**src/include/serial_ctl_map.vh**
```
// Register offsets, field positions and reset values of the serial controller
`ifndef SERIAL_CTL_MAP_VH
`define SERIAL_CTL_MAP_VH

`define RECEIVE_HOLDING_ADDR      24'h301700
`define TRANSMIT_HOLDING_ADDR     24'h301704
`define TRANSFER_SETUP_ADDR       24'h301708
`define SLAVE_SELECT_CONTROL_ADDR 24'h30170c
`define INTERWORD_WAIT_ADDR       24'h301710
`define TRANSFER_FLAGS_ADDR       24'h301714
`define INTERRUPT_SETUP_ADDR      24'h301718
`define RECEIVE_BIT_MASK_ADDR     24'h30171c

`define SETUP_ENABLE_BIT    0
`define SETUP_MODE_BIT      1
`define SETUP_RX_DMA_BIT    2
`define SETUP_TX_DMA_BIT    3
`define SETUP_RATE_LSB      4
`define SETUP_RATE_MSB      6
`define SETUP_POLARITY_BIT  8
`define SETUP_PHASE_BIT     9
`define SETUP_LENGTH_LSB    10
`define SETUP_LENGTH_MSB    14
`define SETUP_WRITE_MASK    32'h00007f7f

`define SELECT_BIT          10
`define SELECT_WRITE_MASK   32'h00000400

`define FLAG_RX_FULL_BIT    2
`define FLAG_RX_OVER_BIT    3
`define FLAG_TX_EMPTY_BIT   4
`define FLAG_BUSY_BIT       6

`define INT_ENABLE_BIT      0
`define INT_MANUAL_BIT      1
`define INT_RX_FULL_BIT     2
`define INT_RX_OVER_BIT     3
`define INT_TX_EMPTY_BIT    4
`define INT_WRITE_MASK      32'h0000001f

`define MASK_COUNT_MSB      5
`define MASK_WRITE_MASK     32'h0000003f

`define WORD_RESET          32'h00000000
`define BASE_DIVIDE_HALF    3'h2

`endif

```
**src/logic/serial_controller.v**
```verilog
// Memory-mapped synchronous serial controller, master or slave
// Notes on behaviour
// - Completed word into receive holding sets full flag and full request
// - Word completing before read overwrites, sets overflow flag and request
// - Serial input shifts in MSB first, high level stored as one
// - Mask count clears that many upper bits on loading a received word
// - Receive holding is read-only; writes do not change it
// - Master mode: writing transmit holding starts a transfer
// - Slave mode: transmit word loads into shifter on first remote clock
// - Transmit word moving to shifter sets empty request; empty flag only once the queue is drained
// - Serial output driven MSB first, one high, zero low
// - Bits per transfer equal the length field plus one
// - Short words send only the low-order bits of transmit holding
// - Master clock rate is system clock over four times two^rate field
// - Phase and polarity bits set clock timing, both reset to zero
// - Reserved bits are written zero and read back as zero
// - Eight word registers decode at consecutive word addresses
// - Enable bit runs the controller; clearing it stops operation
// - Mode bit set makes master clock, clear uses remote clock
// - Reading receive holding clears full and overflow flags
// - Busy covers transfer and wait in master; zero in slave
`timescale 1ns/1ps
`include "serial_ctl_map.vh"
module serial_controller #(
  parameter FIFO_DEPTH = 16,
  parameter FIFO_AW    = 4
) (
  // Clock and reset
  input  wire        clock,
  input  wire        rst_n,
  // Register port, word accesses only
  input  wire [23:0] reg_addr,
  input  wire        reg_write,
  input  wire        reg_read,
  input  wire [31:0] reg_wdata,
  output reg  [31:0] reg_rdata,
  // Serial link
  input  wire        serial_in_pin,
  output reg         serial_out_pin,
  output reg         serial_clock_out,
  output reg         serial_clock_oe_n,
  input  wire        serial_clock_in,
  // Requests
  output reg         interrupt_request,
  output reg         tx_dma_request,
  output reg         rx_dma_request
);
  localparam ST_IDLE  = 3'b001;
  localparam ST_SHIFT = 3'b010;
  localparam ST_WAIT  = 3'b100;

  reg [31:0] receive_holding;
  reg [31:0] transfer_setup;
  reg [31:0] slave_select_control;
  reg [31:0] interword_wait;
  reg [31:0] interrupt_setup;
  reg [31:0] receive_bit_mask;
  reg        rx_full_flag;
  reg        rx_overflow_flag;
  reg        tx_empty_flag;
  reg        transfer_busy_flag;
  reg [2:0]  state;
  reg [31:0] shifter;
  reg [5:0]  bit_count;
  reg [9:0]  div_count;
  reg [31:0] wait_count;
  reg        sclk_phase;
  reg        clk_in_last;
  reg        rx_done;
  reg        tx_taken;
  reg [31:0] next_rdata;

  wire       controller_enable_bit = transfer_setup[`SETUP_ENABLE_BIT];
  wire       master_mode           = transfer_setup[`SETUP_MODE_BIT];
  wire       clock_phase_select    = transfer_setup[`SETUP_PHASE_BIT];
  wire       clock_polarity_select = transfer_setup[`SETUP_POLARITY_BIT];
  wire [2:0] clock_rate_field =
             transfer_setup[`SETUP_RATE_MSB:`SETUP_RATE_LSB];
  wire [4:0] word_length_field =
             transfer_setup[`SETUP_LENGTH_MSB:`SETUP_LENGTH_LSB];
  wire [5:0] word_bits = {1'b0, word_length_field} + 6'h01;
  wire       slave_selected = slave_select_control[`SELECT_BIT];

  // Transmit words queue in the FIFO ahead of the shifter; its head is the transmit holding
  wire        fifo_in_ready;
  wire        fifo_out_valid;
  wire [31:0] fifo_out_data;
  wire        write_tx = reg_write && reg_addr == `TRANSMIT_HOLDING_ADDR;
  wire        fifo_pop;
  word_fifo #(
    .WIDTH (32),
    .DEPTH (FIFO_DEPTH),
    .AW    (FIFO_AW)
  ) tx_queue (
    .clock     (clock),
    .rst_n     (rst_n),
    .in_valid  (write_tx),
    .in_ready  (fifo_in_ready),
    .in_data   (reg_wdata),
    .out_valid (fifo_out_valid),
    .out_ready (fifo_pop),
    .out_data  (fifo_out_data)
  );

  ////////////////////////////////////////////////////////////////////////
  // Serial clock edges
  // Half period is 2 * 2^rate system clocks: full period 4 * 2^rate
  wire [9:0] half_period =
             {7'h00, `BASE_DIVIDE_HALF} << clock_rate_field;
  wire       master_tick = (div_count == half_period - 10'h001);
  // Remote clock, normalised so rise means the leading edge
  wire       rem_lead  = (serial_clock_in ^ clock_polarity_select) &
                         !(clk_in_last ^ clock_polarity_select);
  wire       rem_trail = !(serial_clock_in ^ clock_polarity_select) &
                         (clk_in_last ^ clock_polarity_select);
  wire       slave_on  = controller_enable_bit && !master_mode &&
                         slave_selected;
  wire       lead_edge  = master_mode ? (master_tick && !sclk_phase) :
                          (slave_on && rem_lead);
  wire       trail_edge = master_mode ? (master_tick && sclk_phase) :
                          (slave_on && rem_trail);
  // Phase 0 samples on the leading edge, phase 1 on the trailing one
  wire       sample_edge = clock_phase_select ? trail_edge : lead_edge;
  wire       change_edge = clock_phase_select ? lead_edge : trail_edge;

  // Word aligned so its top bit leaves first; only low bits go out
  wire [31:0] tx_aligned = fifo_out_data << (6'd32 - word_bits);
  wire        start_master = controller_enable_bit && master_mode &&
                             state == ST_IDLE && fifo_out_valid;
  // Every slave word opens on a leading edge; the trailing edge after the
  // last sample must not start a phantom word
  wire        start_slave  = slave_on && state == ST_IDLE &&
                             rem_lead;
  assign fifo_pop = start_master || (start_slave && fifo_out_valid);

  // Mask clears the upper count bits; count zero keeps all
  wire [5:0]  mask_count = receive_bit_mask[`MASK_COUNT_MSB:0];
  wire [31:0] keep_mask  = (mask_count >= 6'd32) ? 32'h00000000 :
                           (32'hffffffff >> mask_count);
  // Received bits sit in the low end; leftover transmit bits above
  wire [31:0] width_mask = 32'hffffffff >> (6'd32 - word_bits);
  wire [31:0] rx_word    = shifter & width_mask & keep_mask;
  wire        last_bit   = sample_edge && bit_count == word_bits - 6'h01;
  wire        read_rx    = reg_read && reg_addr == `RECEIVE_HOLDING_ADDR;

  ////////////////////////////////////////////////////////////////////////
  // Transfer engine
  always @(posedge clock) begin
    if (!rst_n) begin
      state              <= ST_IDLE;
      shifter            <= `WORD_RESET;
      bit_count          <= 6'h00;
      div_count          <= 10'h000;
      wait_count         <= `WORD_RESET;
      sclk_phase         <= 1'b0;
      clk_in_last        <= 1'b0;
      rx_done            <= 1'b0;
      tx_taken           <= 1'b0;
      transfer_busy_flag <= 1'b0;
      serial_out_pin     <= 1'b0;
      serial_clock_out   <= 1'b0;
      serial_clock_oe_n  <= 1'b1;
    end else begin
      clk_in_last <= serial_clock_in;
      rx_done     <= 1'b0;
      tx_taken    <= 1'b0;
      serial_clock_oe_n <= !(controller_enable_bit && master_mode);
      if (!controller_enable_bit) begin
        state              <= ST_IDLE;
        div_count          <= 10'h000;
        sclk_phase         <= 1'b0;
        transfer_busy_flag <= 1'b0;
        serial_clock_out   <= clock_polarity_select;
      end else begin
        if (state != ST_IDLE && master_mode)
          div_count <= master_tick ? 10'h000 : div_count + 10'h001;
        case (state)
          ST_IDLE: begin
            div_count  <= 10'h000;
            sclk_phase <= 1'b0;
            serial_clock_out <= clock_polarity_select;
            bit_count  <= 6'h00;
            if (start_master || start_slave) begin
              shifter  <= fifo_out_valid ? tx_aligned : `WORD_RESET;
              tx_taken <= fifo_out_valid;
              // Phase 0 master presents the first bit before any edge; a slave only on its first leading edge
              serial_out_pin <= fifo_out_valid ? tx_aligned[31] :
                                1'b0;
              state <= ST_SHIFT;
              transfer_busy_flag <= master_mode;
              if (start_slave && rem_lead && !clock_phase_select)
                shifter <= {(fifo_out_valid ? tx_aligned[30:0] : 31'h0),
                            serial_in_pin};
              if (start_slave && rem_lead && !clock_phase_select)
                bit_count <= 6'h01;
            end
          end
          ST_SHIFT: begin
            if (master_mode && master_tick) begin
              sclk_phase       <= !sclk_phase;
              serial_clock_out <= !serial_clock_out;
            end
            if (change_edge && !(clock_phase_select == 1'b0 &&
                                 bit_count == 6'h00))
              serial_out_pin <= shifter[31];
            if (sample_edge) begin
              shifter   <= {shifter[30:0], serial_in_pin};
              bit_count <= bit_count + 6'h01;
            end
            if (last_bit) begin
              rx_done <= 1'b1;
              if (master_mode) begin
                state      <= ST_WAIT;
                wait_count <= interword_wait;
              end else begin
                state <= ST_IDLE;
              end
            end
          end
          ST_WAIT: begin
            // Let the clock return to idle level before counting
            if (master_tick) begin
              sclk_phase       <= !sclk_phase;
              if (sclk_phase)
                serial_clock_out <= !serial_clock_out;
              if (!sclk_phase) begin
                if (wait_count == `WORD_RESET) begin
                  state              <= ST_IDLE;
                  transfer_busy_flag <= 1'b0;
                end else begin
                  wait_count <= wait_count - 32'h00000001;
                end
              end
            end
          end
          default: state <= ST_IDLE;
        endcase
      end
    end
  end

  ////////////////////////////////////////////////////////////////////////
  // Registers and flags
  always @(posedge clock) begin
    if (!rst_n) begin
      receive_holding      <= `WORD_RESET;
      transfer_setup       <= `WORD_RESET;
      slave_select_control <= `WORD_RESET;
      interword_wait       <= `WORD_RESET;
      interrupt_setup      <= `WORD_RESET;
      receive_bit_mask     <= `WORD_RESET;
      rx_full_flag         <= 1'b0;
      rx_overflow_flag     <= 1'b0;
      tx_empty_flag        <= 1'b1;
      interrupt_request    <= 1'b0;
      tx_dma_request       <= 1'b0;
      rx_dma_request       <= 1'b0;
      reg_rdata            <= `WORD_RESET;
    end else begin
      reg_rdata <= next_rdata;
      if (reg_write) begin
        case (reg_addr)
          `TRANSFER_SETUP_ADDR:
            transfer_setup <= reg_wdata & `SETUP_WRITE_MASK;
          `SLAVE_SELECT_CONTROL_ADDR:
            slave_select_control <= reg_wdata & `SELECT_WRITE_MASK;
          `INTERWORD_WAIT_ADDR:
            interword_wait <= reg_wdata;
          `INTERRUPT_SETUP_ADDR:
            interrupt_setup <= reg_wdata & `INT_WRITE_MASK;
          `RECEIVE_BIT_MASK_ADDR:
            receive_bit_mask <= reg_wdata & `MASK_WRITE_MASK;
          default: ;
        endcase
      end
      // Empty drops while words are queued, set wins on the move
      if (tx_taken)
        tx_empty_flag <= !fifo_out_valid;
      else if (write_tx && fifo_in_ready)
        tx_empty_flag <= 1'b0;
      // A completing word sets full over a simultaneous read; the read still clears overflow
      if (rx_done) begin
        receive_holding  <= rx_word;
        rx_full_flag     <= 1'b1;
        rx_overflow_flag <= rx_full_flag && !read_rx ? 1'b1 :
                            (read_rx ? 1'b0 : rx_overflow_flag);
      end else if (read_rx) begin
        rx_full_flag     <= 1'b0;
        rx_overflow_flag <= 1'b0;
      end
      interrupt_request <= interrupt_setup[`INT_ENABLE_BIT] &&
        (interrupt_setup[`INT_MANUAL_BIT] ||
         (interrupt_setup[`INT_RX_FULL_BIT] && rx_done) ||
         (interrupt_setup[`INT_RX_OVER_BIT] && rx_done &&
          rx_full_flag && !read_rx) ||
         (interrupt_setup[`INT_TX_EMPTY_BIT] && tx_taken));
      tx_dma_request <= transfer_setup[`SETUP_TX_DMA_BIT] && tx_taken;
      rx_dma_request <= transfer_setup[`SETUP_RX_DMA_BIT] && rx_done;
    end
  end

  always @* begin
    next_rdata = `WORD_RESET;
    if (reg_read) begin
      case (reg_addr)
        `RECEIVE_HOLDING_ADDR:      next_rdata = receive_holding;
        // Queue storage is not reset; an empty queue reads as zero
        `TRANSMIT_HOLDING_ADDR:     next_rdata = fifo_out_valid ?
                                                 fifo_out_data :
                                                 `WORD_RESET;
        `TRANSFER_SETUP_ADDR:       next_rdata = transfer_setup;
        `SLAVE_SELECT_CONTROL_ADDR: next_rdata = slave_select_control;
        `INTERWORD_WAIT_ADDR:       next_rdata = interword_wait;
        `TRANSFER_FLAGS_ADDR: begin
          next_rdata[`FLAG_RX_FULL_BIT]  = rx_full_flag;
          next_rdata[`FLAG_RX_OVER_BIT]  = rx_overflow_flag;
          next_rdata[`FLAG_TX_EMPTY_BIT] = tx_empty_flag;
          next_rdata[`FLAG_BUSY_BIT]     = transfer_busy_flag &&
                                           master_mode;
        end
        `INTERRUPT_SETUP_ADDR:      next_rdata = interrupt_setup;
        `RECEIVE_BIT_MASK_ADDR:     next_rdata = receive_bit_mask;
        default:                    next_rdata = `WORD_RESET;
      endcase
    end
  end
endmodule // serial_controller

```
**src/logic/word_fifo.v**
```verilog
// Small flip-flop FIFO with valid/ready on both sides
`timescale 1ns/1ps
module word_fifo #(
  parameter WIDTH = 32,
  parameter DEPTH = 16,
  parameter AW    = 4
) (
  // Clock and reset
  input  wire             clock,
  input  wire             rst_n,
  // Fill side
  input  wire             in_valid,
  output wire             in_ready,
  input  wire [WIDTH-1:0] in_data,
  // Drain side
  output wire             out_valid,
  input  wire             out_ready,
  output wire [WIDTH-1:0] out_data
);
  reg [WIDTH-1:0] store [0:DEPTH-1];
  reg [AW-1:0]    wr_ptr;
  reg [AW-1:0]    rd_ptr;
  reg [AW:0]      count;
  wire            push;
  wire            pop;

  assign in_ready  = (count != DEPTH[AW:0]);
  assign out_valid = (count != {(AW+1){1'b0}});
  assign out_data  = store[rd_ptr];
  assign push      = in_valid & in_ready;
  assign pop       = out_valid & out_ready;

  always @(posedge clock) begin
    if (!rst_n) begin
      wr_ptr <= {AW{1'b0}};
      rd_ptr <= {AW{1'b0}};
      count  <= {(AW+1){1'b0}};
    end else begin
      if (push) begin
        store[wr_ptr] <= in_data;
        wr_ptr        <= (wr_ptr == DEPTH[AW-1:0] - 1'b1) ? {AW{1'b0}} :
                         wr_ptr + 1'b1;
      end
      if (pop)
        rd_ptr <= (rd_ptr == DEPTH[AW-1:0] - 1'b1) ? {AW{1'b0}} :
                  rd_ptr + 1'b1;
      if (push && !pop)
        count <= count + 1'b1;
      else if (pop && !push)
        count <= count - 1'b1;
    end
  end
endmodule // word_fifo

```
**config.mk**
```make
export PLATFORM = sky130hd
export DESIGN_NAME = serial_controller
export DESIGN_NICKNAME = d
export VERILOG_FILES = /design/src/logic/serial_controller.v /design/src/logic/word_fifo.v
export VERILOG_INCLUDE_DIRS = /design/src /design/src/include
export SDC_FILE = /design/constraint.sdc
export NUM_CORES = 1
export LEC_CHECK = 0
export ABC_AREA = 1
export BUFFER_PORTS_ARGS = -buffer_cell sky130_fd_sc_hd__clkbuf_2
export CAP_MARGIN = 10
export CORE_MARGIN = 4
export CORE_UTILIZATION = 63
export CTS_CLUSTER_SIZE = 40
export DETAILED_ROUTE_END_ITERATION = 8
export PLACE_DENSITY = 0.8
export SETUP_SLACK_MARGIN = 0.02
export SYNTH_ARGS = -nofsm -noshare
export SYNTH_HDL_FRONTEND = slang
export SYNTH_HIERARCHICAL = 1
export SYNTH_SLANG_ARGS = --single-unit
```
**constraint.sdc**
```tcl
create_clock -name clock -period 5.4 [get_ports clock]
set_clock_uncertainty 0.05 [all_clocks]
set_input_delay 0.54 -clock clock [delete_from_list [all_inputs] [get_ports clock]]
set_output_delay 0.54 -clock clock [all_outputs]
set_load 0.05 [all_outputs]
```
==> results.py <==
metrics = {
    "clocking": {
        "clk_latency_ps": 640,
        "cts-root-buf": "clkbuf_16",
        "htree_num_levels": 3,
        "cts_setup_buffers": 0,
        "cts_hold_buf": 0,
        "cts_tree": "yes",
        "clockBufferDepth": 3,
        "cts_sinks": 748,
        "cts.repair.resized": 0,
        "clkTransAtPathRegs_ps": 60,
        "cts_buffers": 78,
    },
    "final_layout": {
        "fin_area_um2": 38900,
        "nNetsFinal": 4277,
        "multi_input_area_um2": 13010,
        "n_antenna_cell": 0,
        "seq_area_um2": 20110,
        "nFillCells": 4230,
        "syn2layout_area_growth_pct": 9.685,
        "drive_gt1_share_pct": 7.772,
    },
    "detailed_routing": {
        "num_vias": 29733,
        "drc_errors": 0,
        "wl_um": 103600,
        "wl_met3_um": 11270,
        "antenna_left": 0,
        "firstDrtPassIters": 6,
        "post_drt_wl_per_cell_um": 20.70,
        "top_layer": "met5",
        "drtIter0Drc": 3934,
        "m1WireLength_um": 41290,
        "viasPerCell": 5.938,
        "wl_met2_um": 46760,
    },
    "die": {
        "dieHeight_um": 245.3,
        "rows": 86,
        "ios": 100,
        "core_area_um2": 55420,
        "initial_core_util_pct": 63.99,
        "die_w_um": 245.3,
        "dieArea_um2": 60150,
    },
    "timing": {
        "worst_pin_slew_ps": 1201,
        "final_hold_viol_count": 0,
        "slew_headroom_pct": 19.75,
        "finalMaxSlewViolations": 0,
        "finalSetupTns_ps": 0,
        "rsz0062_at_grt": "no",
        "setup_violations": 0,
        "period_minus_slack_ps": 3949,
        "fin_crit_sh_pct": 73.12,
        "max_freq_mhz": 253.3,
    },
    "critical_path": {
        "crit_type": "reg -> reg",
        "endpoint_kind": "register",
        "worstSetupStartpointType": "register",
        "critPathArrivalTime_ps": 4450,
        "crit_required_ps": 5900,
        "path_max_fanout": 42,
    },
    "power_and_ir_drop": {
        "powerDensity_nw_per_um2": 301.4,
        "vdd_drop_max_uv": 271.9,
        "p_leak_nw": 15.57,
    },
    "yosys": {
        "synth-seq-area-share_pct": 56.68,
        "ys_async_sr_fraction_pct": 0,
        "synth_cell_types": 56,
        "synth-edff-count": 512,
        "ys_ff_latch": 748,
        "syn-cell-area_um2": 35460,
        "syn-num-nets": 4283,
        "synth_area_per_cell_um2": 8.442,
        "synth_ff_type": "edfxtp_1",
        "synthCells": 4201,
        "synth_warnings": 6,
    },
    "global_routing": {
        "grt.total_usage_pct": 33.98,
        "antenna_found_initial": 4,
        "grt_max_degree": 219,
        "grt_pass1_vias": 27346,
        "grt_pass1_wl_um": 158700,
        "overflow": 0,
    },
    "placement": {
        "gp_congestion": 1.045,
        "dp_hpwl_um": 67450,
        "placed_area_um2": 36260,
        "port_buffers": 99,
    },
    "worst_hold_path": {
        "hold_class": "in -> reg",
    },
    "run": {
        "maxCapViolations": 0,
    },
    "outcome": {
        "outcome": "completed",
    },
}
[critical path, stage by stage, from the launching register on]
cell and delay (ps):
dfxtp_2 450, inv_2 190, ha_1 350, inv_1 110, nand2_2 100, nand2_1 90
buf_4 380, inv_2 370, nand2_1 140, nand4_1 90, nor2_1 110, nand2_1 60
nor2_1 120, nand3_1 110, nand2_1 330, buf_4 460, nand3_1 140, a21oi_1 180
[where the power goes]
part	leakage (nW)	switching [mW]	internal (mW)
clock	1.28	2.30	3.16
combinational	7.79	0.124	0.0261
sequential	6.50	0.000208	6.11
total	15.6	2.42	9.30
[placed cells by master (no fill, tap or decap), types with 18 or more instances in the layout]
master,count
nand2_1,1343
nand3_1,531
edfxtp_1,512
nor2_1,382
inv_1,344
dfxtp_1,231
o21ai_0,170
a21oi_1,157
clkbuf_2,98
clkbuf_16,82
buf_4,35
nand4_1,34
nor3_1,28
a221oi_1,25
a211oi_1,20
ha_1,19
o211ai_1,18
[cell families (layout without fill, tap and decap cells)]
| family | count (synthesis) | count (layout) | share of synthesized area, % |
|---|---|---|---|
| compound gates | 445 | 445 | 7.191 |
| xor+xnor | 24 | 24 | 0.5927 |
| fa+ha+maj | 20 | 20 | 0.7268 |
| buf+inv | 586 | 644 | 7.011 |
| flops | 748 | 748 | 56.68 |
| simple gates | 2378 | 2378 | 27.80 |
[area by class of cell]
cell class / count / area share, %
clock buffer: 98 / 5.558
sequential: 748 / 51.70
inverter: 363 / 3.522
tap: 748 / 2.406
multi-input combinational: 2867 / 33.45
timing repair buffer: 137 / 2.142
clock inverter: 46 / 1.222
[routing by layer]
| layer | GRT usage (%) | up-vias |
|---|---|---|
| met5 | 0 | - |
| li1 | - | 13920 |
| met1 | 47.97 | 13780 |
| met3 | 7.079 | 277 |
| met2 | 52.47 | 1748 |
| met4 | 12.65 | 8 |
[flip-flops by register name, summed over array words and instances (netlist names), 5 cells and up, named ones only]
name	count
tx_queue/store	512
tx_queue/count	5
div_count	10
interrupt_setup	5
reg_rdata	32
wait_count	32
receive_bit_mask	6
receive_holding	32
shifter	32
transfer_setup	14
bit_count	6
interword_wait	32
[metrics by stage]
stage | cells | utilization [%] | hold WS, ps | power [mW] | setup WS, ps
2_1_floorplan | 4201 | - | 386.9 | 6.272 | 769.3
3_3_place_gp | 4863 | 65.43 | 400.3 | 6.380 | 1566
3_5_place_dp | 4863 | 65.43 | 403.3 | 6.383 | 1488
4_1_cts | 5007 | 70.19 | 69.93 | 11.76 | 1606
5_1_grt | 5007 | 70.19 | 100.9 | 12.03 | 1153
6_report | 5007 | 70.19 | 89.99 | 11.72 | 1451
[path summary, 6_finish.rpt]
check / from / end / slack (ps) / depth (start not counted)
min: serial_clock_in / clk_in_last / 90 / 3
min reg2reg: serial_out_pin / serial_out_pin / 410 / 2
max reg2reg: transfer_setup[10] / wait_count[24] / 1450 / 17
max: transfer_setup[10] / wait_count[24] / 1450 / 17
[Yosys cell counts, types with 32 or more instances]
| master | n | area share, % |
|---|---|---|
| edfxtp_1 | 512 | 43 |
| a21oi_1 | 157 | 2.2 |
| o21ai_0 | 170 | 2.4 |
| nor3_1 | 32 | 0.45 |
| inv_1 | 344 | 3.6 |
| nand3_1 | 531 | 7.5 |
| clkbuf_1 | 91 | 0.96 |
| dfxtp_1 | 236 | 13 |
| nor2_1 | 396 | 4.2 |
| nand2_1 | 1344 | 14 |
| buf_2 | 82 | 1.2 |
| nand4_1 | 34 | 0.60 |
Power figures use the tool's default switching activity.
